### src/pkg/sac_cfg.svh
`ifndef SAC_CFG_SVH
`define SAC_CFG_SVH

// Register byte offsets on the APB
`define SAC_OFF_SC1 8'h00
`define SAC_OFF_SC2 8'h04
`define SAC_OFF_RESH 8'h08
`define SAC_OFF_RESL 8'h0c
`define SAC_OFF_CVH 8'h10
`define SAC_OFF_CVL 8'h14
`define SAC_OFF_CFG 8'h18
`define SAC_OFF_PDL 8'h1c
`define SAC_OFF_PDM 8'h20
`define SAC_OFF_PDH 8'h24

// status_control_1 fields
`define SAC_SC1_CH_LSB 0
`define SAC_SC1_CONT_BIT 5
`define SAC_SC1_IRQEN_BIT 6
`define SAC_SC1_DONE_BIT 7
// status_control_2 fields
`define SAC_SC2_GT_BIT 4
`define SAC_SC2_CMPEN_BIT 5
`define SAC_SC2_HWT_BIT 6
`define SAC_SC2_ACTIVE_BIT 7
// config_reg fields
`define SAC_CFG_ICS_LSB 0
`define SAC_CFG_MODE_LSB 2
`define SAC_CFG_LSMP_BIT 4
`define SAC_CFG_DIV_LSB 5

// Reset values
`define SAC_RST_CH 5'h1f
`define SAC_RST_ICS 2'h0
`define SAC_RST_MODE 2'h0
`define SAC_RST_DIV 2'h0

// Channel code that switches the converter off
`define SAC_CH_OFF 5'h1f

// Conversion mode and clock source codes
`define SAC_MODE_8 2'h0
`define SAC_MODE_12 2'h1
`define SAC_MODE_10 2'h2
`define SAC_ICS_BUS 2'h0
`define SAC_ICS_BUS2 2'h1
`define SAC_ICS_ALT 2'h2
`define SAC_ICS_ASYNC 2'h3

// Sample phase in converter clocks: 3.5 and 23.5 rounded up
`define SAC_SAMPLE_SHORT 5'h04
`define SAC_SAMPLE_LONG 5'h18

// Number of analog pins
`define SAC_PIN_COUNT 24

`endif

### src/pkg/sac_pkg.sv
`default_nettype none
package sac_pkg;

  // Conversion sequencer, Gray coded along idle-sample-convert-transfer
  typedef enum logic [1:0] {
    SAC_IDLE = 2'h0,
    SAC_SAMPLE = 2'h1,
    SAC_CONVERT = 2'h3,
    SAC_XFER = 2'h2
  } sac_state_e;

  // Pin isolation controls, one bit per analog pin
  typedef struct packed {
    logic [23:0] out_hiz;
    logic [23:0] input_dis;
    logic [23:0] pullup_dis;
  } sac_pin_ctl_s;

endpackage
`default_nettype wire

### src/hdl/sac_sync.sv
`default_nettype none
module sac_sync #(
  parameter int WIDTH = 1
) (
  input wire logic clk_in,
  input wire logic reset_in,
  input wire logic [WIDTH-1:0] d_in,
  output logic [WIDTH-1:0] q_out
);

  logic [WIDTH-1:0] meta_q;

  // Two-flop synchroniser; first stage feeds only the second
  always_ff @(posedge clk_in) begin
    if (reset_in) begin
      meta_q <= '0;
      q_out <= '0;
    end else begin
      meta_q <= d_in;
      q_out <= meta_q;
    end
  end

endmodule
`default_nettype wire

### src/hdl/sac_conv_ctl.sv
`include "sac_cfg.svh"
`default_nettype none
// Overview of operation
// [RULE_01] Off in reset or channel all ones
// [RULE_02] Idle after completion is lowest power
// [RULE_03] Raw result twelve bits, nine in 8-bit
// [RULE_04] Round to ten or eight bits
// [RULE_05] Set done flag after result write
// [RULE_06] Compare enable checks every result
// [RULE_07] Four clock sources, bus after reset
// [RULE_08] Divide selected source by 1,2,4,8
// [RULE_09] Async clock runs on in low power
// [RULE_10] Disabled pins isolated, read as zero
// [RULE_11] Hardware trigger rising edge starts conversion
// [RULE_12] Edge ignored while conversion active
// [RULE_13] Continuous hardware mode: first edge only
// [RULE_14] Mode field selects 12, 10, 8 bits
// [RULE_15] Mode codes 00=8, 01=12, 10=10
// [RULE_16] Clock codes bus, bus/2, alt, async
// [RULE_17] Software write to control starts conversion
// [RULE_18] Continuous mode restarts until aborted
// [RULE_19] Interrupt only if enabled when set
// [RULE_20] High read pending blocks new result
// [RULE_21] Single compare-false: stop despite blocking
// [RULE_22] Other blocked transfers start another conversion
// [RULE_23] Software waits for completion before reading
// [RULE_24] Config or compare write aborts conversion
// [RULE_25] Synchronise trigger before edge detection
module sac_conv_ctl (
  input wire logic mclk_in,
  input wire logic reset_in,
  input wire logic psel_in,
  input wire logic penable_in,
  input wire logic pwrite_in,
  input wire logic [7:0] paddr_in,
  input wire logic [31:0] pwdata_in,
  output logic [31:0] prdata_out,
  output logic pready_out,
  output logic pslverr_out,
  input wire logic hw_trigger_in,
  input wire logic cmp_in,
  input wire logic alt_clk_in,
  input wire logic async_clk_in,
  input wire logic stop_mode_in,
  input wire logic [`SAC_PIN_COUNT-1:0] pin_in,
  output logic [`SAC_PIN_COUNT-1:0] port_read_out,
  output sac_pkg::sac_pin_ctl_s pin_ctl_out,
  output logic [11:0] dac_code_out,
  output logic sample_out,
  output logic conv_power_out,
  output logic async_clk_run_out,
  output logic [4:0] channel_out,
  output logic conv_irq_out
);

  logic [`SAC_PIN_COUNT+3:0] sync_w;
  logic [`SAC_PIN_COUNT-1:0] pin_s;
  logic trig_s, cmp_s, alt_s, async_s;
  logic trig_prev_q, alt_prev_q, async_prev_q, half_q;
  logic cont_q, irq_en_q, hwt_en_q, cmp_en_q, cmp_gt_q, lsmp_q;
  logic [1:0] ics_q, mode_q, div_q;
  logic [3:0] cv_hi_q;
  logic [7:0] cv_lo_q;
  logic [15:0] result_q;
  logic done_q, hi_read_q;
  logic [2:0] div_cnt_q, div_max;
  logic [4:0] samp_cnt_q;
  logic [1:0] settle_q;
  logic settled_w;
  logic [3:0] bit_q;
  sac_pkg::sac_state_e state_q;
  logic setup_w, acc_w, wr_w, rd_w, map_hit;
  logic wr_sc1, wr_sc2, wr_cfg, wr_cvh, wr_cvl, rd_resh, rd_resl;
  logic src_tick, converter_clock_tick, wide_w, trig_rise, sw_start, hw_start, abort_w;
  logic [3:0] stop_bit;
  logic [10:0] r10_w;
  logic [8:0] r8_w;
  logic [11:0] value_w, cv_w;
  logic [15:0] diff_w;
  logic cond_w, block_w, xfer_ok, restart_w, done_set, done_clr;
  logic [31:0] rdata_w;

  // All pin-level inputs cross in one synchroniser bank
  sac_sync #(
    .WIDTH(`SAC_PIN_COUNT + 4)
  ) u_sync (
    .clk_in(mclk_in),
    .reset_in(reset_in),
    .d_in({pin_in, hw_trigger_in, cmp_in, alt_clk_in, async_clk_in}),
    .q_out(sync_w)
  );
  assign pin_s = sync_w[`SAC_PIN_COUNT+3:4];
  assign trig_s = sync_w[3]; // RULE_25
  assign cmp_s = sync_w[2];
  assign alt_s = sync_w[1];
  assign async_s = sync_w[0];

  // APB phases; one wait-free access after each setup
  assign setup_w = psel_in & ~penable_in;
  assign acc_w = psel_in & penable_in & pready_out;
  assign wr_w = acc_w & pwrite_in & ~pslverr_out;
  assign rd_w = acc_w & ~pwrite_in & ~pslverr_out;
  assign wr_sc1 = wr_w & (paddr_in == `SAC_OFF_SC1);
  assign wr_sc2 = wr_w & (paddr_in == `SAC_OFF_SC2);
  assign wr_cfg = wr_w & (paddr_in == `SAC_OFF_CFG);
  assign wr_cvh = wr_w & (paddr_in == `SAC_OFF_CVH);
  assign wr_cvl = wr_w & (paddr_in == `SAC_OFF_CVL);
  assign rd_resh = rd_w & (paddr_in == `SAC_OFF_RESH);
  assign rd_resl = rd_w & (paddr_in == `SAC_OFF_RESL);

  // Mode decode; the reserved code behaves as 8-bit
  assign wide_w = (mode_q == `SAC_MODE_12) || (mode_q == `SAC_MODE_10); // RULE_14 RULE_15
  assign stop_bit = wide_w ? 4'h0 : 4'h3; // RULE_03

  // Clock source pick, all as enables on the bus clock
  always_comb begin
    unique case (ics_q) // RULE_07 RULE_16
      `SAC_ICS_BUS: src_tick = 1'b1;
      `SAC_ICS_BUS2: src_tick = half_q;
      `SAC_ICS_ALT: src_tick = alt_s & ~alt_prev_q;
      `SAC_ICS_ASYNC: src_tick = async_s & ~async_prev_q;
    endcase
  end
  assign div_max = 3'((4'h1 << div_q) - 4'h1); // RULE_08
  assign converter_clock_tick = src_tick && (div_cnt_q == div_max);

  // Edge history and bus clock halving
  always_ff @(posedge mclk_in) begin
    if (reset_in) begin
      half_q <= 1'b0;
      trig_prev_q <= 1'b0;
      alt_prev_q <= 1'b0;
      async_prev_q <= 1'b0;
    end else begin
      half_q <= ~half_q;
      trig_prev_q <= trig_s;
      alt_prev_q <= alt_s;
      async_prev_q <= async_s;
    end
  end

  // Converter clock divider, held clear while idle
  always_ff @(posedge mclk_in) begin
    if (reset_in || state_q == sac_pkg::SAC_IDLE) begin
      div_cnt_q <= 3'h0;
    end else if (src_tick) begin
      div_cnt_q <= (div_cnt_q == div_max) ? 3'h0 : 3'(div_cnt_q + 3'h1); // RULE_08
    end
  end

  // Start and abort sources
  assign trig_rise = trig_s & ~trig_prev_q; // RULE_25
  assign sw_start = wr_sc1 && (pwdata_in[4:0] != `SAC_CH_OFF) && !hwt_en_q; // RULE_17 RULE_01
  // Only an idle converter hears the trigger, so continuous runs see one edge
  assign hw_start = hwt_en_q && trig_rise && (state_q == sac_pkg::SAC_IDLE)
                    && (channel_out != `SAC_CH_OFF); // RULE_11 RULE_12 RULE_13
  // Stop mode kills the run unless the async clock drives it
  assign abort_w = wr_sc1 || wr_sc2 || wr_cfg || wr_cvh || wr_cvl
                   || (stop_mode_in && ics_q != `SAC_ICS_ASYNC); // RULE_24 RULE_09

  // Rounding of the raw code, saturating at full scale
  assign r10_w = 11'({1'b0, dac_code_out[11:2]} + {10'h000, dac_code_out[1]}); // RULE_04
  assign r8_w = 9'({1'b0, dac_code_out[11:4]} + {8'h00, dac_code_out[3]}); // RULE_04
  always_comb begin
    unique case (mode_q)
      `SAC_MODE_12: value_w = dac_code_out;
      `SAC_MODE_10: value_w = r10_w[10] ? 12'h3ff : {2'h0, r10_w[9:0]};
      default: value_w = r8_w[8] ? 12'h0ff : {4'h0, r8_w[7:0]};
    endcase
  end

  // Compare against the limit; difference replaces the result
  assign cv_w = wide_w ? {cv_hi_q, cv_lo_q} : {4'h0, cv_lo_q};
  assign diff_w = 16'({4'h0, value_w} - {4'h0, cv_w}); // RULE_06
  assign cond_w = cmp_gt_q ? (value_w >= cv_w) : (value_w < cv_w); // RULE_06

  // Transfer decision made in the transfer state
  assign block_w = wide_w && hi_read_q; // RULE_20
  assign xfer_ok = !block_w && (!cmp_en_q || cond_w); // RULE_20 RULE_06
  always_comb begin
    if (cmp_en_q && !cond_w && !cont_q) begin
      restart_w = 1'b0; // RULE_21
    end else if (block_w) begin
      restart_w = 1'b1; // RULE_22
    end else begin
      restart_w = cont_q; // RULE_18
    end
  end
  assign done_set = (state_q == sac_pkg::SAC_XFER) && xfer_ok && !abort_w;
  assign done_clr = wr_sc1 || rd_resl;

  // Comparator crosses two flops; a decision waits until it sees the new code
  always_ff @(posedge mclk_in) begin
    if (reset_in || state_q != sac_pkg::SAC_CONVERT) begin
      settle_q <= 2'h0;
    end else if (converter_clock_tick && settled_w) begin
      settle_q <= 2'h0;
    end else if (!settled_w) begin
      settle_q <= 2'(settle_q + 2'h1);
    end
  end
  assign settled_w = (settle_q == 2'h2); // RULE_03

  // Conversion sequencer
  always_ff @(posedge mclk_in) begin
    if (reset_in) begin
      state_q <= sac_pkg::SAC_IDLE; // RULE_01
      samp_cnt_q <= 5'h00;
      bit_q <= 4'h0;
      dac_code_out <= 12'h000;
    end else if (abort_w && !sw_start) begin
      state_q <= sac_pkg::SAC_IDLE; // RULE_24
    end else if (sw_start || hw_start) begin
      state_q <= sac_pkg::SAC_SAMPLE; // RULE_17 RULE_11
      samp_cnt_q <= lsmp_q ? `SAC_SAMPLE_LONG : `SAC_SAMPLE_SHORT;
    end else begin
      unique case (state_q)
        sac_pkg::SAC_IDLE: begin
          state_q <= sac_pkg::SAC_IDLE; // RULE_02
        end
        sac_pkg::SAC_SAMPLE: begin
          if (converter_clock_tick) begin
            if (samp_cnt_q == 5'h01) begin
              state_q <= sac_pkg::SAC_CONVERT;
              dac_code_out <= 12'h800;
              bit_q <= 4'hb;
            end else begin
              samp_cnt_q <= 5'(samp_cnt_q - 5'h01);
            end
          end
        end
        sac_pkg::SAC_CONVERT: begin
          // Keep the trial bit only if the input is at or above it
          if (converter_clock_tick && settled_w) begin
            dac_code_out[bit_q] <= cmp_s; // RULE_03
            if (bit_q == stop_bit) begin
              state_q <= sac_pkg::SAC_XFER;
            end else begin
              dac_code_out[bit_q - 4'h1] <= 1'b1;
              bit_q <= 4'(bit_q - 4'h1);
            end
          end
        end
        sac_pkg::SAC_XFER: begin
          if (restart_w) begin
            state_q <= sac_pkg::SAC_SAMPLE; // RULE_18 RULE_22
            samp_cnt_q <= lsmp_q ? `SAC_SAMPLE_LONG : `SAC_SAMPLE_SHORT;
          end else begin
            state_q <= sac_pkg::SAC_IDLE; // RULE_02 RULE_21
          end
        end
      endcase
    end
  end

  // Result registers; aborts leave them untouched
  always_ff @(posedge mclk_in) begin
    if (reset_in) begin
      result_q <= 16'h0000;
    end else if (done_set) begin
      if (cmp_en_q) begin
        result_q <= wide_w ? diff_w : {8'h00, diff_w[7:0]}; // RULE_06
      end else begin
        result_q <= {4'h0, value_w}; // RULE_04
      end
    end
  end

  // Done flag and interrupt; a set in the clear cycle wins
  always_ff @(posedge mclk_in) begin
    if (reset_in) begin
      done_q <= 1'b0;
      conv_irq_out <= 1'b0;
    end else begin
      if (done_set) begin
        done_q <= 1'b1; // RULE_05
      end else if (done_clr) begin
        done_q <= 1'b0;
      end
      if (done_set && irq_en_q) begin
        conv_irq_out <= 1'b1; // RULE_19
      end else if (done_clr || !irq_en_q) begin
        conv_irq_out <= 1'b0;
      end
    end
  end

  // Read interlock: high byte read arms in 12- and 10-bit modes, low byte read releases
  always_ff @(posedge mclk_in) begin
    if (reset_in) begin
      hi_read_q <= 1'b0;
    end else if (rd_resl) begin
      hi_read_q <= 1'b0;
    end else if (rd_resh && wide_w) begin
      hi_read_q <= 1'b1; // RULE_20
    end
  end

  // Control and configuration registers
  always_ff @(posedge mclk_in) begin
    if (reset_in) begin
      channel_out <= `SAC_RST_CH; // RULE_01
      cont_q <= 1'b0;
      irq_en_q <= 1'b0;
      hwt_en_q <= 1'b0;
      cmp_en_q <= 1'b0;
      cmp_gt_q <= 1'b0;
      ics_q <= `SAC_RST_ICS; // RULE_07
      mode_q <= `SAC_RST_MODE;
      div_q <= `SAC_RST_DIV;
      lsmp_q <= 1'b0;
      cv_hi_q <= 4'h0;
      cv_lo_q <= 8'h00;
    end else begin
      if (wr_sc1) begin
        channel_out <= pwdata_in[`SAC_SC1_CH_LSB +: 5];
        cont_q <= pwdata_in[`SAC_SC1_CONT_BIT];
        irq_en_q <= pwdata_in[`SAC_SC1_IRQEN_BIT];
      end
      if (wr_sc2) begin
        hwt_en_q <= pwdata_in[`SAC_SC2_HWT_BIT];
        cmp_en_q <= pwdata_in[`SAC_SC2_CMPEN_BIT];
        cmp_gt_q <= pwdata_in[`SAC_SC2_GT_BIT];
      end
      if (wr_cfg) begin
        ics_q <= pwdata_in[`SAC_CFG_ICS_LSB +: 2];
        mode_q <= pwdata_in[`SAC_CFG_MODE_LSB +: 2];
        lsmp_q <= pwdata_in[`SAC_CFG_LSMP_BIT];
        div_q <= pwdata_in[`SAC_CFG_DIV_LSB +: 2];
      end
      if (wr_cvh) begin
        cv_hi_q <= pwdata_in[3:0];
      end
      if (wr_cvl) begin
        cv_lo_q <= pwdata_in[7:0];
      end
    end
  end

  // Pin isolation; all three controls follow one disable bit
  always_ff @(posedge mclk_in) begin
    if (reset_in) begin
      pin_ctl_out <= '0;
    end else begin
      for (int i = 0; i < 3; i++) begin
        if (wr_w && paddr_in == 8'(`SAC_OFF_PDL + 8'(4 * i))) begin
          pin_ctl_out.out_hiz[8*i +: 8] <= pwdata_in[7:0]; // RULE_10
          pin_ctl_out.input_dis[8*i +: 8] <= pwdata_in[7:0];
          pin_ctl_out.pullup_dis[8*i +: 8] <= pwdata_in[7:0];
        end
      end
    end
  end

  // Port reads of isolated pins return zero
  always_ff @(posedge mclk_in) begin
    if (reset_in) begin
      port_read_out <= '0;
    end else begin
      port_read_out <= pin_s & ~pin_ctl_out.input_dis; // RULE_10
    end
  end

  // Analog-side status outputs
  always_ff @(posedge mclk_in) begin
    if (reset_in) begin
      sample_out <= 1'b0;
      conv_power_out <= 1'b0;
      async_clk_run_out <= 1'b0;
    end else begin
      sample_out <= (state_q == sac_pkg::SAC_SAMPLE);
      conv_power_out <= (state_q != sac_pkg::SAC_IDLE); // RULE_02 RULE_01
      // Kept on whatever the low-power mode while a run uses it
      async_clk_run_out <= (ics_q == `SAC_ICS_ASYNC)
                           && (state_q != sac_pkg::SAC_IDLE); // RULE_09
    end
  end

  // Read mux, evaluated in the setup phase
  always_comb begin
    rdata_w = 32'h0000_0000;
    map_hit = 1'b1;
    unique case (paddr_in)
      `SAC_OFF_SC1: rdata_w[7:0] = {done_q, irq_en_q, cont_q, channel_out};
      `SAC_OFF_SC2: rdata_w[7:0] = {state_q != sac_pkg::SAC_IDLE, hwt_en_q, cmp_en_q,
                                    cmp_gt_q, 4'h0};
      `SAC_OFF_RESH: rdata_w[7:0] = result_q[15:8];
      `SAC_OFF_RESL: rdata_w[7:0] = result_q[7:0];
      `SAC_OFF_CVH: rdata_w[3:0] = cv_hi_q;
      `SAC_OFF_CVL: rdata_w[7:0] = cv_lo_q;
      `SAC_OFF_CFG: rdata_w[6:0] = {div_q, lsmp_q, mode_q, ics_q};
      `SAC_OFF_PDL: rdata_w[7:0] = pin_ctl_out.out_hiz[7:0];
      `SAC_OFF_PDM: rdata_w[7:0] = pin_ctl_out.out_hiz[15:8];
      `SAC_OFF_PDH: rdata_w[7:0] = pin_ctl_out.out_hiz[23:16];
      default: map_hit = 1'b0;
    endcase
  end

  // APB answer registered one cycle after setup
  always_ff @(posedge mclk_in) begin
    if (reset_in) begin
      pready_out <= 1'b0;
      pslverr_out <= 1'b0;
      prdata_out <= 32'h0000_0000;
    end else begin
      pready_out <= setup_w;
      pslverr_out <= setup_w && !map_hit;
      if (setup_w) begin
        prdata_out <= (pwrite_in || !map_hit) ? 32'h0000_0000 : rdata_w;
      end
    end
  end

endmodule
`default_nettype wire

### config.mk
export PLATFORM = sky130hd
export DESIGN_NAME = sac_conv_ctl
export DESIGN_NICKNAME = d
export VERILOG_FILES = /design/src/pkg/sac_pkg.sv /design/src/hdl/sac_sync.sv /design/src/hdl/sac_conv_ctl.sv
export VERILOG_INCLUDE_DIRS = /design/src /design/src/pkg
export SDC_FILE = /design/constraint.sdc
export NUM_CORES = 1
export LEC_CHECK = 0
export ABC_CLOCK_PERIOD_IN_PS = 5130
export BUFFER_PORTS_ARGS = -buffer_cell sky130_fd_sc_hd__buf_2
export CAP_MARGIN = 0
export CORE_ASPECT_RATIO = 2
export CORE_UTILIZATION = 54
export DETAILED_ROUTE_END_ITERATION = 12
export HOLD_SLACK_MARGIN = 0.02
export PLACE_DENSITY = 0.78
export SLEW_MARGIN = 20
export SYNTH_ARGS = -nofsm -noshare
export SYNTH_HDL_FRONTEND = slang
export SYNTH_SLANG_ARGS = --single-unit
### constraint.sdc
create_clock -name mclk_in -period 5.13 [get_ports mclk_in]
set_input_delay 1.026 -clock mclk_in [delete_from_list [all_inputs] [get_ports mclk_in]]
set_output_delay 1.026 -clock mclk_in [all_outputs]
set_load 0.01 [all_outputs]
After elaboration in Yosys (flattened, before gate mapping)
Cells that the tools add are included.
{ "op_classes": {"n_reduce_logical": 64, "n_bitwise": 29, "mux": 49, "addsub": 8, "shifts": 1, "n_eq_ne": 36, "magnitude_cmp": 6} }
{ "ops": {"columns": ["operator", "n"], "rows": [
  ["$mux 12", 5],
  ["$pmux 12 s2", 2],
  ["$pmux 4 s9", 1],
  ["$eq 8x5->1 const B", 4],
  ["$mux 16", 2],
  ["$pmux 3 s9", 1],
  ["$mux 5", 5],
  ["$and 24x24->24", 1],
  ["$logic_and 1x1->1", 24],
  ["$not 24->24", 1],
  ["$and 1x1->1", 17],
  ["$eq 8x4->1 const B", 2],
  ["$eq 8x6->1 const B", 2],
  ["$mux 4", 4],
  ["$mux 8", 2],
  ["$ne 3x3->1 const B", 5],
  ["$ne 2x2->1 const B", 7],
  ["$logic_or 1x1->1", 13],
  ["$sub 12x12->13", 1],
  ["$bwmux 12", 1],
  ["$eq 2x2->1 const B", 6],
  ["$ge 12x12->1", 1],
  ["$lt 12x12->1", 1],
  ["$mux 1", 12],
  ["40 further kinds", 73]
]} }
{ "totals": {"in_bits": 74, "reg_bits": 221, "word_cells": 232, "output_inout_bits": 151} }

Logic depth before layout (Yosys ltp)
Gate-level depths: netlist (run 1).
{ "depth": {"ltp_word": 14, "depth_mapped": 18, "mapped_depth_nobuf": 17} }

By module
A second synthesis (run 1) with hierarchy kept.
{ "hier_totals": {"cells_unflattened": 1125, "hier_area_um2": 9781.9} }
{ "modules_own_cells": {"columns": ["module", "n_inst", "cells_per_inst", "area_each_um2", "seq_area_each_um2"], "rows": [
  ["sac_conv_ctl", 1, 1007, 8171.6, 2762.6],
  ["sac_sync", 1, 118, 1610.3, 1121.1]
]} }

Least setup slack after synthesis (run 1)
Ideal clock, no wire load.
{ "synth_timing": {"kind": "register to register", "from": "reg dac_code_out[6]", "to": "reg result_q[11]", "setup_ns": 0.092, "t_required_ns": 5.038, "t_arrival_ns": 3.742, "path_slack_ns": 1.296, "stages_incl_launch_ff": 17, "synth_period_minus_slack_ns": 3.834, "path_cell_list": "dfxtp_1 -> clkbuf_1 -> nand3_1 -> nor3_1 -> nand2_1 -> xnor2_1 -> o21ai_0 -> a21oi_1 -> ha_1 -> buf_2 -> nand4_1 -> or3_1 -> or3_1 -> and4_1 -> o21a_1 -> or4_1 -> o32ai_1"} }
{ "synth_via": {"elab_chain_len": 9, "elab_cells_between_ends": 15, "cone_classes": "3 x add/sub; 2 x order compare; 6 x mux; 4 x reduce/logical"} }
{ "synth_lines": {"columns": ["item", "line", "source"], "rows": [
  ["from (decl)", "sac_conv_ctl.sv:48", "output logic [11:0] dac_code_out,"],
  ["from (signal, indexed assignment)", "sac_conv_ctl.sv:235", "dac_code_out[bit_q] <= cmp_s;"],
  ["$add 10x1->11 or $add 8x1->9 (tied branches)", "sac_conv_ctl.sv:162, sac_conv_ctl.sv:163", null],
  ["$mux 10 or $mux 8 (tied branches)", "sac_conv_ctl.sv:167, sac_conv_ctl.sv:168", null],
  ["$pmux 12 s2 *", "sac_conv_ctl.sv:165", "unique case (mode_q)"],
  ["$lt 12x12->1 or $ge 12x12->1 (tied branches)", "sac_conv_ctl.sv:175", "assign cond_w = cmp_gt_q ? (value_w >= cv_w) : (value_w < cv_w);"],
  ["$mux 1", "sac_conv_ctl.sv:175", null],
  ["$logic_or 1x1->1", "sac_conv_ctl.sv:179", "assign xfer_ok = !block_w && (!cmp_en_q || cond_w);"],
  ["$logic_and 1x1->1", "sac_conv_ctl.sv:179", null],
  ["$logic_and 1x1->1 (2 in series)", "sac_conv_ctl.sv:189", "assign done_set = (state_q == sac_pkg::SAC_XFER) && xfer_ok && !abort_w;"],
  ["to (signal assigned)", "sac_conv_ctl.sv:262", "result_q <= wide_w ? diff_w : {8'h00, diff_w[7:0]};"],
  ["to (signal assigned)", "sac_conv_ctl.sv:264", "result_q <= {4'h0, value_w};"],
  ["to (decl)", "sac_conv_ctl.sv:64", "logic [15:0] result_q;"]
]} }
Mark *: on every way between the ends. The rest lies on a longest branch, timed or not.
A chain may end at the register's enable or synchronous reset.

Worst setup path in the final report (run 1)
{ "layout_timing": {"from": "reg dac_code_out[1]", "to": "reg result_q[8]"} }
{ "layout_via": {"elab_chain_len": 9, "elab_cells_between_ends": 13, "cone_classes": "2 x add/sub; 2 x order compare; 5 x mux; 4 x reduce/logical"} }
{ "layout_lines": {"columns": ["item", "line", "source"], "rows": [
  ["$add 10x1->11", "sac_conv_ctl.sv:162", "assign r10_w = 11'({1'b0, dac_code_out[11:2]} + {10'h000, dac_code_out[1]});"],
  ["$mux 10", "sac_conv_ctl.sv:167", "`SAC_MODE_10: value_w = r10_w[10] ? 12'h3ff : {2'h0, r10_w[9:0]};"],
  ["$pmux 12 s2 *", "sac_conv_ctl.sv:165", null],
  ["$lt 12x12->1 or $ge 12x12->1 (tied branches)", "sac_conv_ctl.sv:175", null],
  ["$mux 1", "sac_conv_ctl.sv:175", null],
  ["$logic_or 1x1->1", "sac_conv_ctl.sv:179", null],
  ["$logic_and 1x1->1", "sac_conv_ctl.sv:179", null],
  ["$logic_and 1x1->1 (2 in series)", "sac_conv_ctl.sv:189", null]
]} }
Marks and branches as above.

==> impl_metrics.yaml, run 1 <==
run_status:
  status: "finished, final reports clean"
sta:
  whs_ns: 0.4297
  min_period_over_period_pct: 87.15
  final-hold-violation-count: 0
  relSlewSlack_pct: 25.39
  clock-skew-final_ns: 0.01132
  period_minus_slack_ns: 4.471
  worst_slew_pin_slew_ns: 1.112
  setup_violations: 0
  slew_violations: 0
  timing.setup.tns_ns: 0
  rsz0062_at_grt: "false"
  fmax_mhz: 223.7
synth:
  ys_ff_latch: 194
  yosysTopAreaCell: "dfxtp_1"
  synth_cell_type_count: 68
  syn-instance-count: 1141
  synth_ff_type: "dfxtp_1"
  yosys_warnings: 0
  synth_top_area_share_pct: 40.89
  synth.cell_area_sq_um: 9498
  yosysSeqAreaShare_pct: 40.89
  synth_edf_count: 0
  synth_area_per_cell_sq_um: 8.324
  synthArstFlopShare_pct: 0
  netlist_top_cells_area: "dfxtp_1 41%, a21oi_1 6.0%, buf_4 5.7%, nand2_1 5.5%, nor2b_1 4.6%"
placement:
  gp_congestion: 1.008
  io_buffer_count: 176
  hpwl_mm: 19.87
power_and_ir_drop:
  p_leak_nw: 4.382
  peakVddDrop_mv: 0.2204
  power_density_nw_per_um2: 278.0
detailed_routing:
  drc: 0
  avgViaCountPerCell: 5.967
  drt_iter0_markers: 620
  ant_nets: 0
  firstDrtPassIters: 5
  num_vias: 8700
  wire_per_inst_um: 18.72
  wirelength_mm: 27.29
final_layout:
  diodes: 0
  drive_gt1_share_pct: 18.99
  area_growth_pct: 11.86
  nFillCells: 1526
  fin_nets: 1340
worst_setup_path:
  path_cells: "ha_1, nand2_1, nor2_1, and2_0, o21ai_0, a21oi_1, ha_1, nand4_1, or3_1, or3_1, and4_1, o21a_1, a2111oi_0, nor3_1"
  slowest_stage: "a2111oi_0"
  crit_required_ns: 5.43
  endpoint_kind: "flip-flop"
  start_kind: "flip-flop"
  max_stage_delay_ns: 0.57
  arrival_ns: 4.77
  crit_fanout: 7
  path_class: "flip-flop to flip-flop"
clock_tree:
  cts_tree: "done"
  clk_pin_slew_worst_paths_ns: 0.07
  cts_buffer_depth: 2
  cts.sinks: 194
  root_buffer: "clkbuf_16"
  cts_max_level: 4
  clock_latency_ns: 0.43
  cts_setup_buffers: 0
  cts_buffers: 17
  postCtsHoldBufs: 0
  cts.repair.resized: 0
floorplan:
  die_x_um: 95.78
  core_area_sq_um: 17270
  die-area_sq_um: 18160
  die_h_um: 189.6
  num_rows: 68
  pin_count: 225
  initial_core_util_pct: 54.99
global_routing:
  grt-ovfl-total: 0
  antenna_found_initial: 0
  track_usage_pct: 30.66
  grt_pass1_wl_mm: 42.30
  grt_pass1_vias: 8081
  grt_max_degree: 92
flow_run:
  maxCapViolCount: 0
hold_path:
  hold_path_class: "flip-flop to flip-flop"
routing by layer:
layer | up-vias | wire [um] | global-route usage, %
met3 | 121 | 1981 | 7.314
met2 | 423 | 14010 | 53.71
li1 | 4103 | - | -
met5 | - | 0 | 0
met4 | 0 | 2142 | 22.73
met1 | 4053 | 9157 | 30.32
stage by stage:
step | power, W | area (sq um) | utilization (%) | instances | worst slack [ns]
after detailed placement | 0.001682 | 10040 | 58.14 | 1426 | 0.8038
final | 0.002954 | 10620 | 61.51 | 1458 | 0.6594
after global routing | 0.003037 | 10620 | 61.51 | 1458 | 0.3184
after global placement | 0.001680 | 10040 | 58.14 | 1426 | 0.8868
after floorplan | 0.001648 | 9584 | - | 1164 | 1.296
after CTS | 0.002957 | 10620 | 61.47 | 1458 | 0.7296
report_power, final:
group	internal [W]	switching [W]
sequential	0.00153	0.00000669
clock	0.000668	0.000637
combinational	0.0000395	0.0000708
total	0.00224	0.000715
synthesized netlist by cell type (14+ instances only):
| master | number |
|---|---|
| o21ai_0 | 25 |
| nor3_1 | 18 |
| nor3b_1 | 26 |
| mux2i_1 | 14 |
| xnor2_1 | 15 |
| nor2b_1 | 70 |
| nand3_1 | 80 |
| a211oi_1 | 14 |
| a22oi_1 | 25 |
| dfxtp_1 | 194 |
| inv_1 | 25 |
| clkbuf_1 | 55 |
| a21oi_1 | 114 |
| nand2_1 | 139 |
| ha_1 | 30 |
| nor2_1 | 63 |
| buf_4 | 72 |
sequential cells by signal, summed over array words and instances (netlist names), 5 cells and up:
signal and cells:
channel_out 5, u_sync.q_out 28, u_sync.meta_q 28, pin_ctl_out 24
cv_lo_q 8, samp_cnt_q 5, result_q 13, dac_code_out 12
prdata_out 8, port_read_out 24
critical path, delay by kind of cell (launching register included):
kind / cells / cell delay (ns)
simple gates: 8 / 2.13
fa+ha+maj: 2 / 0.52
compound gates: 4 / 1.25
flops: 1 / 0.45
logic make-up (layout without fill, tap and decap cells):
group	Yosys count	count (layout)	share of synthesized area (%)
AOI/OAI and AO/OA	262	262	17.76
xor gates and xnor gates	24	24	2.213
and+or+nand+nor	450	450	23.79
muxes	17	17	1.831
other	1	24	0.03948
adders and majority gates	31	31	4.163
DFF	194	194	40.89
buffers and inverters	162	246	9.314
final cells by class:
cell class | count | area, sq um | area share [%]
timing repair buffer | 189 | 984.7 | 9.269
tap | 210 | 262.8 | 2.473
multi-input combinational | 808 | 4823 | 45.40
sequential | 194 | 3884 | 36.56
inverter | 25 | 93.84 | 0.8833
clock inverter | 13 | 122.6 | 1.154
clock buffer | 19 | 452.9 | 4.263
placed cells by master (no fill, tap or decap), types with 7 or more instances in the layout:
| cell type | instances |
|---|---|
| dfxtp_1 | 194 |
| a21oi_1 | 114 |
| xnor2_1 | 15 |
| buf_2 | 175 |
| inv_1 | 25 |
| nor2b_1 | 70 |
| conb_1 | 24 |
| xor2_1 | 9 |
| or4_1 | 7 |
| nor2_1 | 61 |
| clkbuf_16 | 17 |
| a31oi_1 | 9 |
| o21ai_0 | 25 |
| a211oi_1 | 14 |
| nor3b_1 | 26 |
| nor3_1 | 18 |
| mux2i_1 | 14 |
| and3_1 | 8 |
| nand3_1 | 80 |
| nand4_1 | 7 |
| ha_1 | 30 |
| nand2_1 | 139 |
| a22oi_1 | 25 |
| buf_4 | 13 |
| a221oi_1 | 7 |
final timing paths:
check,cells past startpoint,start,to,slack [ns]
max,14,dac_code_out[1]$_SDFFE_PP0P_,result_q[8]$_SDFFE_PP0P_,0.66
min,1,half_q$_SDFF_PP0_,half_q$_SDFF_PP0_,0.43
max reg2reg,14,dac_code_out[1]$_SDFFE_PP0P_,result_q[8]$_SDFFE_PP0P_,0.66
min reg2reg,1,half_q$_SDFF_PP0_,half_q$_SDFF_PP0_,0.43
Power figures use the tool's default switching activity.
==> inputs of run 2 (changes only) <==
REMOVE_ABC_BUFFERS = 1   (was not set)
==> impl_metrics.yaml, run 2 (synthesized netlist as in run 1, its figures left out) <==
run_status:
  status: "finished, final reports clean"
detailed_routing:
  drt_iter0_markers: 535
  wire_per_inst_um: 17.83
  avgViaCountPerCell: 5.925
  drc: 0
  wirelength_mm: 25.98
  ant_nets: 0
  num_vias: 8632
  firstDrtPassIters: 7
sta:
  clock-skew-final_ns: 0.01434
  final-hold-violation-count: 0
  period_minus_slack_ns: 4.574
  relSlewSlack_pct: 18.19
  fmax_mhz: 218.6
  setup_violations: 0
  layout_setup_ws_ns: 0.5563
  min_period_over_period_pct: 89.16
  timing.setup.tns_ns: 0
  worst_slew_pin_slew_ns: 1.214
  slew_violations: 0
  rsz0062_at_grt: "false"
power_and_ir_drop:
  peakVddDrop_mv: 0.2464
  power_density_nw_per_um2: 286.4
  p_total_w: 0.003057
  p_leak_nw: 4.402
clock_tree:
  cts.repair.resized: 0
  cts_buffers: 17
  postCtsHoldBufs: 0
  cts.sinks: 194
  clock_latency_ns: 0.44
  cts_setup_buffers: 0
  clk_pin_slew_worst_paths_ns: 0.06
  cts_tree: "done"
  cts_buffer_depth: 2
  cts_max_level: 4
  root_buffer: "clkbuf_16"
final_layout:
  area_growth_pct: 12.40
  largest_registers: "u_sync.meta_q x28, u_sync.q_out x28"
  finish.utilization_pct: 61.81
  fin_nets: 1339
  fin_area_sq_um: 10680
  most-common-layout-cells: "194 x dfxtp_1, 175 x buf_2, 139 x nand2_1, 114 x a21oi_1, 80 x nand3_1"
  drive_gt1_share_pct: 18.85
  nFillCells: 1549
  final_common_cell: "dfxtp_1"
  diodes: 0
worst_setup_path:
  path_class: "flip-flop to flip-flop"
  crit_required_ns: 5.51
  arrival_ns: 4.95
  crit_fanout: 12
  endpoint_kind: "flip-flop"
  start_kind: "flip-flop"
floorplan:
  pin_count: 225
  num_rows: 68
  die-area_sq_um: 18160
  die_x_um: 95.78
  core_area_sq_um: 17270
  initial_core_util_pct: 54.99
  die_h_um: 189.6
global_routing:
  track_usage_pct: 28.77
  grt_pass1_vias: 8108
  grt-ovfl-total: 0
  grt_pass1_wl_mm: 40.11
  grt_max_degree: 115
  antenna_found_initial: 0
hold_path:
  hold_path_class: "flip-flop to flip-flop"
placement:
  hpwl_mm: 18.92
  postPlaceCellArea_sq_um: 10050
  io_buffer_count: 176
  pre_cts_slack_ns: 0.6893
  gp_congestion: 0.9310
flow_run:
  maxCapViolCount: 0
==> run 2: cell count changes in the layout (fill, tap and decap cells not counted), sizes merged <==
cell,change
buf,-1
bufinv,+3
clkinv,-3
clkinvlp,+1
inv,-1
==> run 2: path summary, 6_finish.rpt <==
kind | startpoint | endpoint | slack, ns | cells after the start
max | dac_code_out[6]$_SDFFE_PP0P_ | samp_cnt_q[4]$_SDFFE_PP0P_ | 0.56 | 14
min | half_q$_SDFF_PP0_ | half_q$_SDFF_PP0_ | 0.41 | 1
max reg2reg | dac_code_out[6]$_SDFFE_PP0P_ | samp_cnt_q[4]$_SDFFE_PP0P_ | 0.56 | 14
min reg2reg | half_q$_SDFF_PP0_ | half_q$_SDFF_PP0_ | 0.41 | 1
==> run 2: final cells by class <==
type	instances	area, sq um	share of cell area (%)
well taps	210	262.8	2.461
clock inverters	13	172.7	1.617
inverters	25	93.84	0.8790
repair buffers	188	989.7	9.271
clock buffers	19	452.9	4.243
flip-flops and latches	194	3884	36.38
multi-input cells	808	4820	45.15
==> run 2: worst max-delay path, cell delays in order (launching register included) <==
cell and delay, ns:
dfxtp_1 0.61, and3_1 0.32, nor2b_1 0.25, and2_0 0.36, o21ai_0 0.15, a22oi_1 0.38
ha_1 0.28, nand2_1 0.10, o21bai_1 0.16, a21boi_1 0.28, o21bai_1 0.18, a2111oi_0 0.56
nor3_1 0.14, a311oi_1 0.51, a32o_1 0.24
==> run 2: where the power goes <==
part	switching (W)	leakage (nW)	internal [W]	total, W
Sequential	0.00000680	1.58	0.00153	0.00154
Clock	0.000606	0.299	0.000803	0.00141
Combinational	0.0000689	2.53	0.0000397	0.000109
==> run 2: through the flow <==
step	std cells	hold slack (ns)
after global routing	1457	0.4360
final	1457	0.4143
after floorplan	1027	0.3894
after detailed placement	1425	0.4054
after global placement	1425	0.4005
after CTS	1457	0.4149
==> run 2: metal layers <==
layer	part of all wire, %	up-vias	track usage (%)
li1	-	4100	-
met1	34	4056	27.74
met2	54	379	52.39
met3	5.4	97	4.716
met4	6.5	0	21.87
met5	0	-	0
==> inputs of run 3 (changes only) <==
ABC_AREA = 1   (was not set)
==> impl_metrics.yaml, run 3 <==
run_status:
  status: "finished, final reports clean"
final_layout:
  diodes: 0
  layout.area.seq_sq_um: 3884
  largest_registers: "u_sync.meta_q x28, u_sync.q_out x28"
  area_growth_pct: 11.65
  final_common_cell: "nand2_1"
  drive_gt1_share_pct: 17.12
  nFillCells: 1607
  multi_input_area_sq_um: 4457
  fin_nets: 1564
  most-common-layout-cells: "225 x nand2_1, 195 x inv_1, 194 x dfxtp_1, 175 x buf_2, 172 x nor2_1"
  fin_cells: 1685
detailed_routing:
  avgViaCountPerCell: 5.355
  wire_per_inst_um: 15.84
  num_vias: 9024
  wirelength_mm: 26.69
  ant_nets: 0
  drc: 0
  firstDrtPassIters: 7
  drt_iter0_markers: 366
synth:
  synth_area_per_cell_sq_um: 7.205
  synthArstFlopShare_pct: 0
  netlist_top_cells_area: "dfxtp_1 40%, nand2_1 8.7%, inv_1 7.6%, nor2_1 6.6%, o21ai_0 6.0%"
  synth_top_area_share_pct: 39.93
  yosysTopAreaCell: "dfxtp_1"
  synth.cell_area_sq_um: 9727
  synth_cell_type_count: 50
  synth_ff_type: "dfxtp_1"
  ys_ff_latch: 194
  yosysMostFrequentCell: "nand2_1"
  yosysSeqAreaShare_pct: 39.93
  synthTopCellsByCount: "225 x nand2_1, 196 x inv_1, 194 x dfxtp_1, 172 x nor2_1, 116 x o21ai_0"
  yosys_warnings: 0
  syn-instance-count: 1350
  synth_edf_count: 0
floorplan:
  pin_count: 225
  die_x_um: 96.90
  die_h_um: 191.8
  initial_core_util_pct: 54.96
  num_rows: 69
  die-area_sq_um: 18590
  core_area_sq_um: 17700
placement:
  gp_congestion: 1.036
  pre_cts_slack_ns: 1.127
  io_buffer_count: 176
  dp.cells: 1653
  hpwl_mm: 20.11
clock_tree:
  cts_setup_buffers: 0
  cts_buffers: 17
  cts_max_level: 4
  cts_buffer_depth: 2
  clock_latency_ns: 0.44
  cts_tree: "done"
  postCtsHoldBufs: 0
  clk_pin_slew_worst_paths_ns: 0.07
  cts.sinks: 194
  root_buffer: "clkbuf_16"
  cts.repair.resized: 0
worst_setup_path:
  max_stage_delay_ns: 0.38
  crit_family: "simple AND/OR/NAND/NOR gates"
  path_cells: "ha_1, nand2_1, nor3_2, nand2_1, nor2_1, o21ai_0, o211ai_1, o21ai_0, inv_1, ha_1, nand2_1, nor2_1, nand2_1, nand3_1, nand2_1, nand3_1, nand2_1, inv_1, nand2_1, nand2_2, inv_2, o21ai_0, nor2_1, nor2_1"
  crit_fanout: 17
  critical_path.most_common_cell: "nand2_1"
  timing.critical_path.buf_inv: 3
  slowest_stage: "dfxtp_1"
  arrival_ns: 4.40
  path_class: "flip-flop to flip-flop"
  start_kind: "flip-flop"
  endpoint_kind: "flip-flop"
  crit_required_ns: 5.47
sta:
  worst_slew_pin_slew_ns: 0.8167
  clock-skew-final_ns: 0.009909
  setup_violations: 0
  relSlewSlack_pct: 45.55
  rsz0062_at_grt: "false"
  fmax_mhz: 245.9
  timing.setup.tns_ns: 0
  min_period_over_period_pct: 79.29
  period_minus_slack_ns: 4.067
  whs_ns: 0.4035
  final-hold-violation-count: 0
  layout_setup_ws_ns: 1.063
  slew_violations: 0
global_routing:
  grt_pass1_vias: 8519
  grt_max_degree: 84
  grt_pass1_wl_mm: 42.21
  antenna_found_initial: 0
  track_usage_pct: 29.00
  grt-ovfl-total: 0
power_and_ir_drop:
  power_density_nw_per_um2: 276.8
  p_leak_nw: 5.281
  peakVddDrop_mv: 0.3236
  p_total_w: 0.003006
hold_path:
  hold_path_class: "flip-flop to flip-flop"
flow_run:
  maxCapViolCount: 0
==> run 3: cell families (layout without fill, tap and decap cells) <==
group | after synthesis | in the layout | share of synthesized area [%]
and+or+nand+nor | 506 | 506 | 22.40
buffers and inverters | 314 | 413 | 15.14
AOI/OAI and AO/OA | 281 | 281 | 16.34
DFF | 194 | 194 | 39.93
adders and majority gates | 31 | 31 | 4.065
xor gates and xnor gates | 22 | 22 | 1.981
other | 1 | 24 | 0.03855
muxes | 1 | 1 | 0.1158
==> run 3: area by class of cell <==
cell class	count	area share, %
clock inverter	13	1.256
clock buffer	19	4.171
sequential	194	35.76
timing repair buffer	179	8.341
multi-input combinational	865	41.04
inverter	202	6.982
tap	213	2.454
==> run 3: worst paths after layout <==
| path | from | endpoint | slack [ns] | cells past startpoint |
|---|---|---|---|---|
| setup reg to reg | dac_code_out[2]$_SDFFE_PP0P_ | result_q[11]$_SDFFE_PP0P_ | 1.06 | 24 |
| hold reg to reg | u_sync.meta_q[8]$_SDFF_PP0_ | u_sync.q_out[8]$_SDFF_PP0_ | 0.40 | 2 |
| hold / removal | u_sync.meta_q[8]$_SDFF_PP0_ | u_sync.q_out[8]$_SDFF_PP0_ | 0.40 | 2 |
| setup / recovery | dac_code_out[2]$_SDFFE_PP0P_ | result_q[11]$_SDFFE_PP0P_ | 1.06 | 24 |
==> run 3: worst min-delay path, stage by stage (launching register included) <==
cell and delay, ns:
dfxtp_1 0.30, inv_1 0.04, nor2_1 0.03
==> run 3: per-layer routing <==
| metal | wire length (um) | global-route usage, % | up-vias |
|---|---|---|---|
| li1 | - | - | 4444 |
| met2 | 14010 | 53.66 | 353 |
| met1 | 9305 | 27.73 | 4121 |
| met5 | 0 | 0 | - |
| met3 | 1481 | 5.968 | 106 |
| met4 | 1899 | 22.33 | 0 |
==> run 3: per-stage QoR <==
step,utilization [%],instance area (sq um)
4_1_cts,61.36,10860
3_5_place_dp,58.03,10270
5_1_grt,61.36,10860
6_report,61.36,10860
3_3_place_gp,58.03,10270
2_1_floorplan,-,9099
==> run 3: power by group <==
| group | total (W) | internal, W | switching, W |
|---|---|---|---|
| Combinational | 0.000125 | 0.0000380 | 0.0000868 |
| Clock | 0.00134 | 0.000714 | 0.000627 |
| Sequential | 0.00154 | 0.00153 | 0.00000819 |
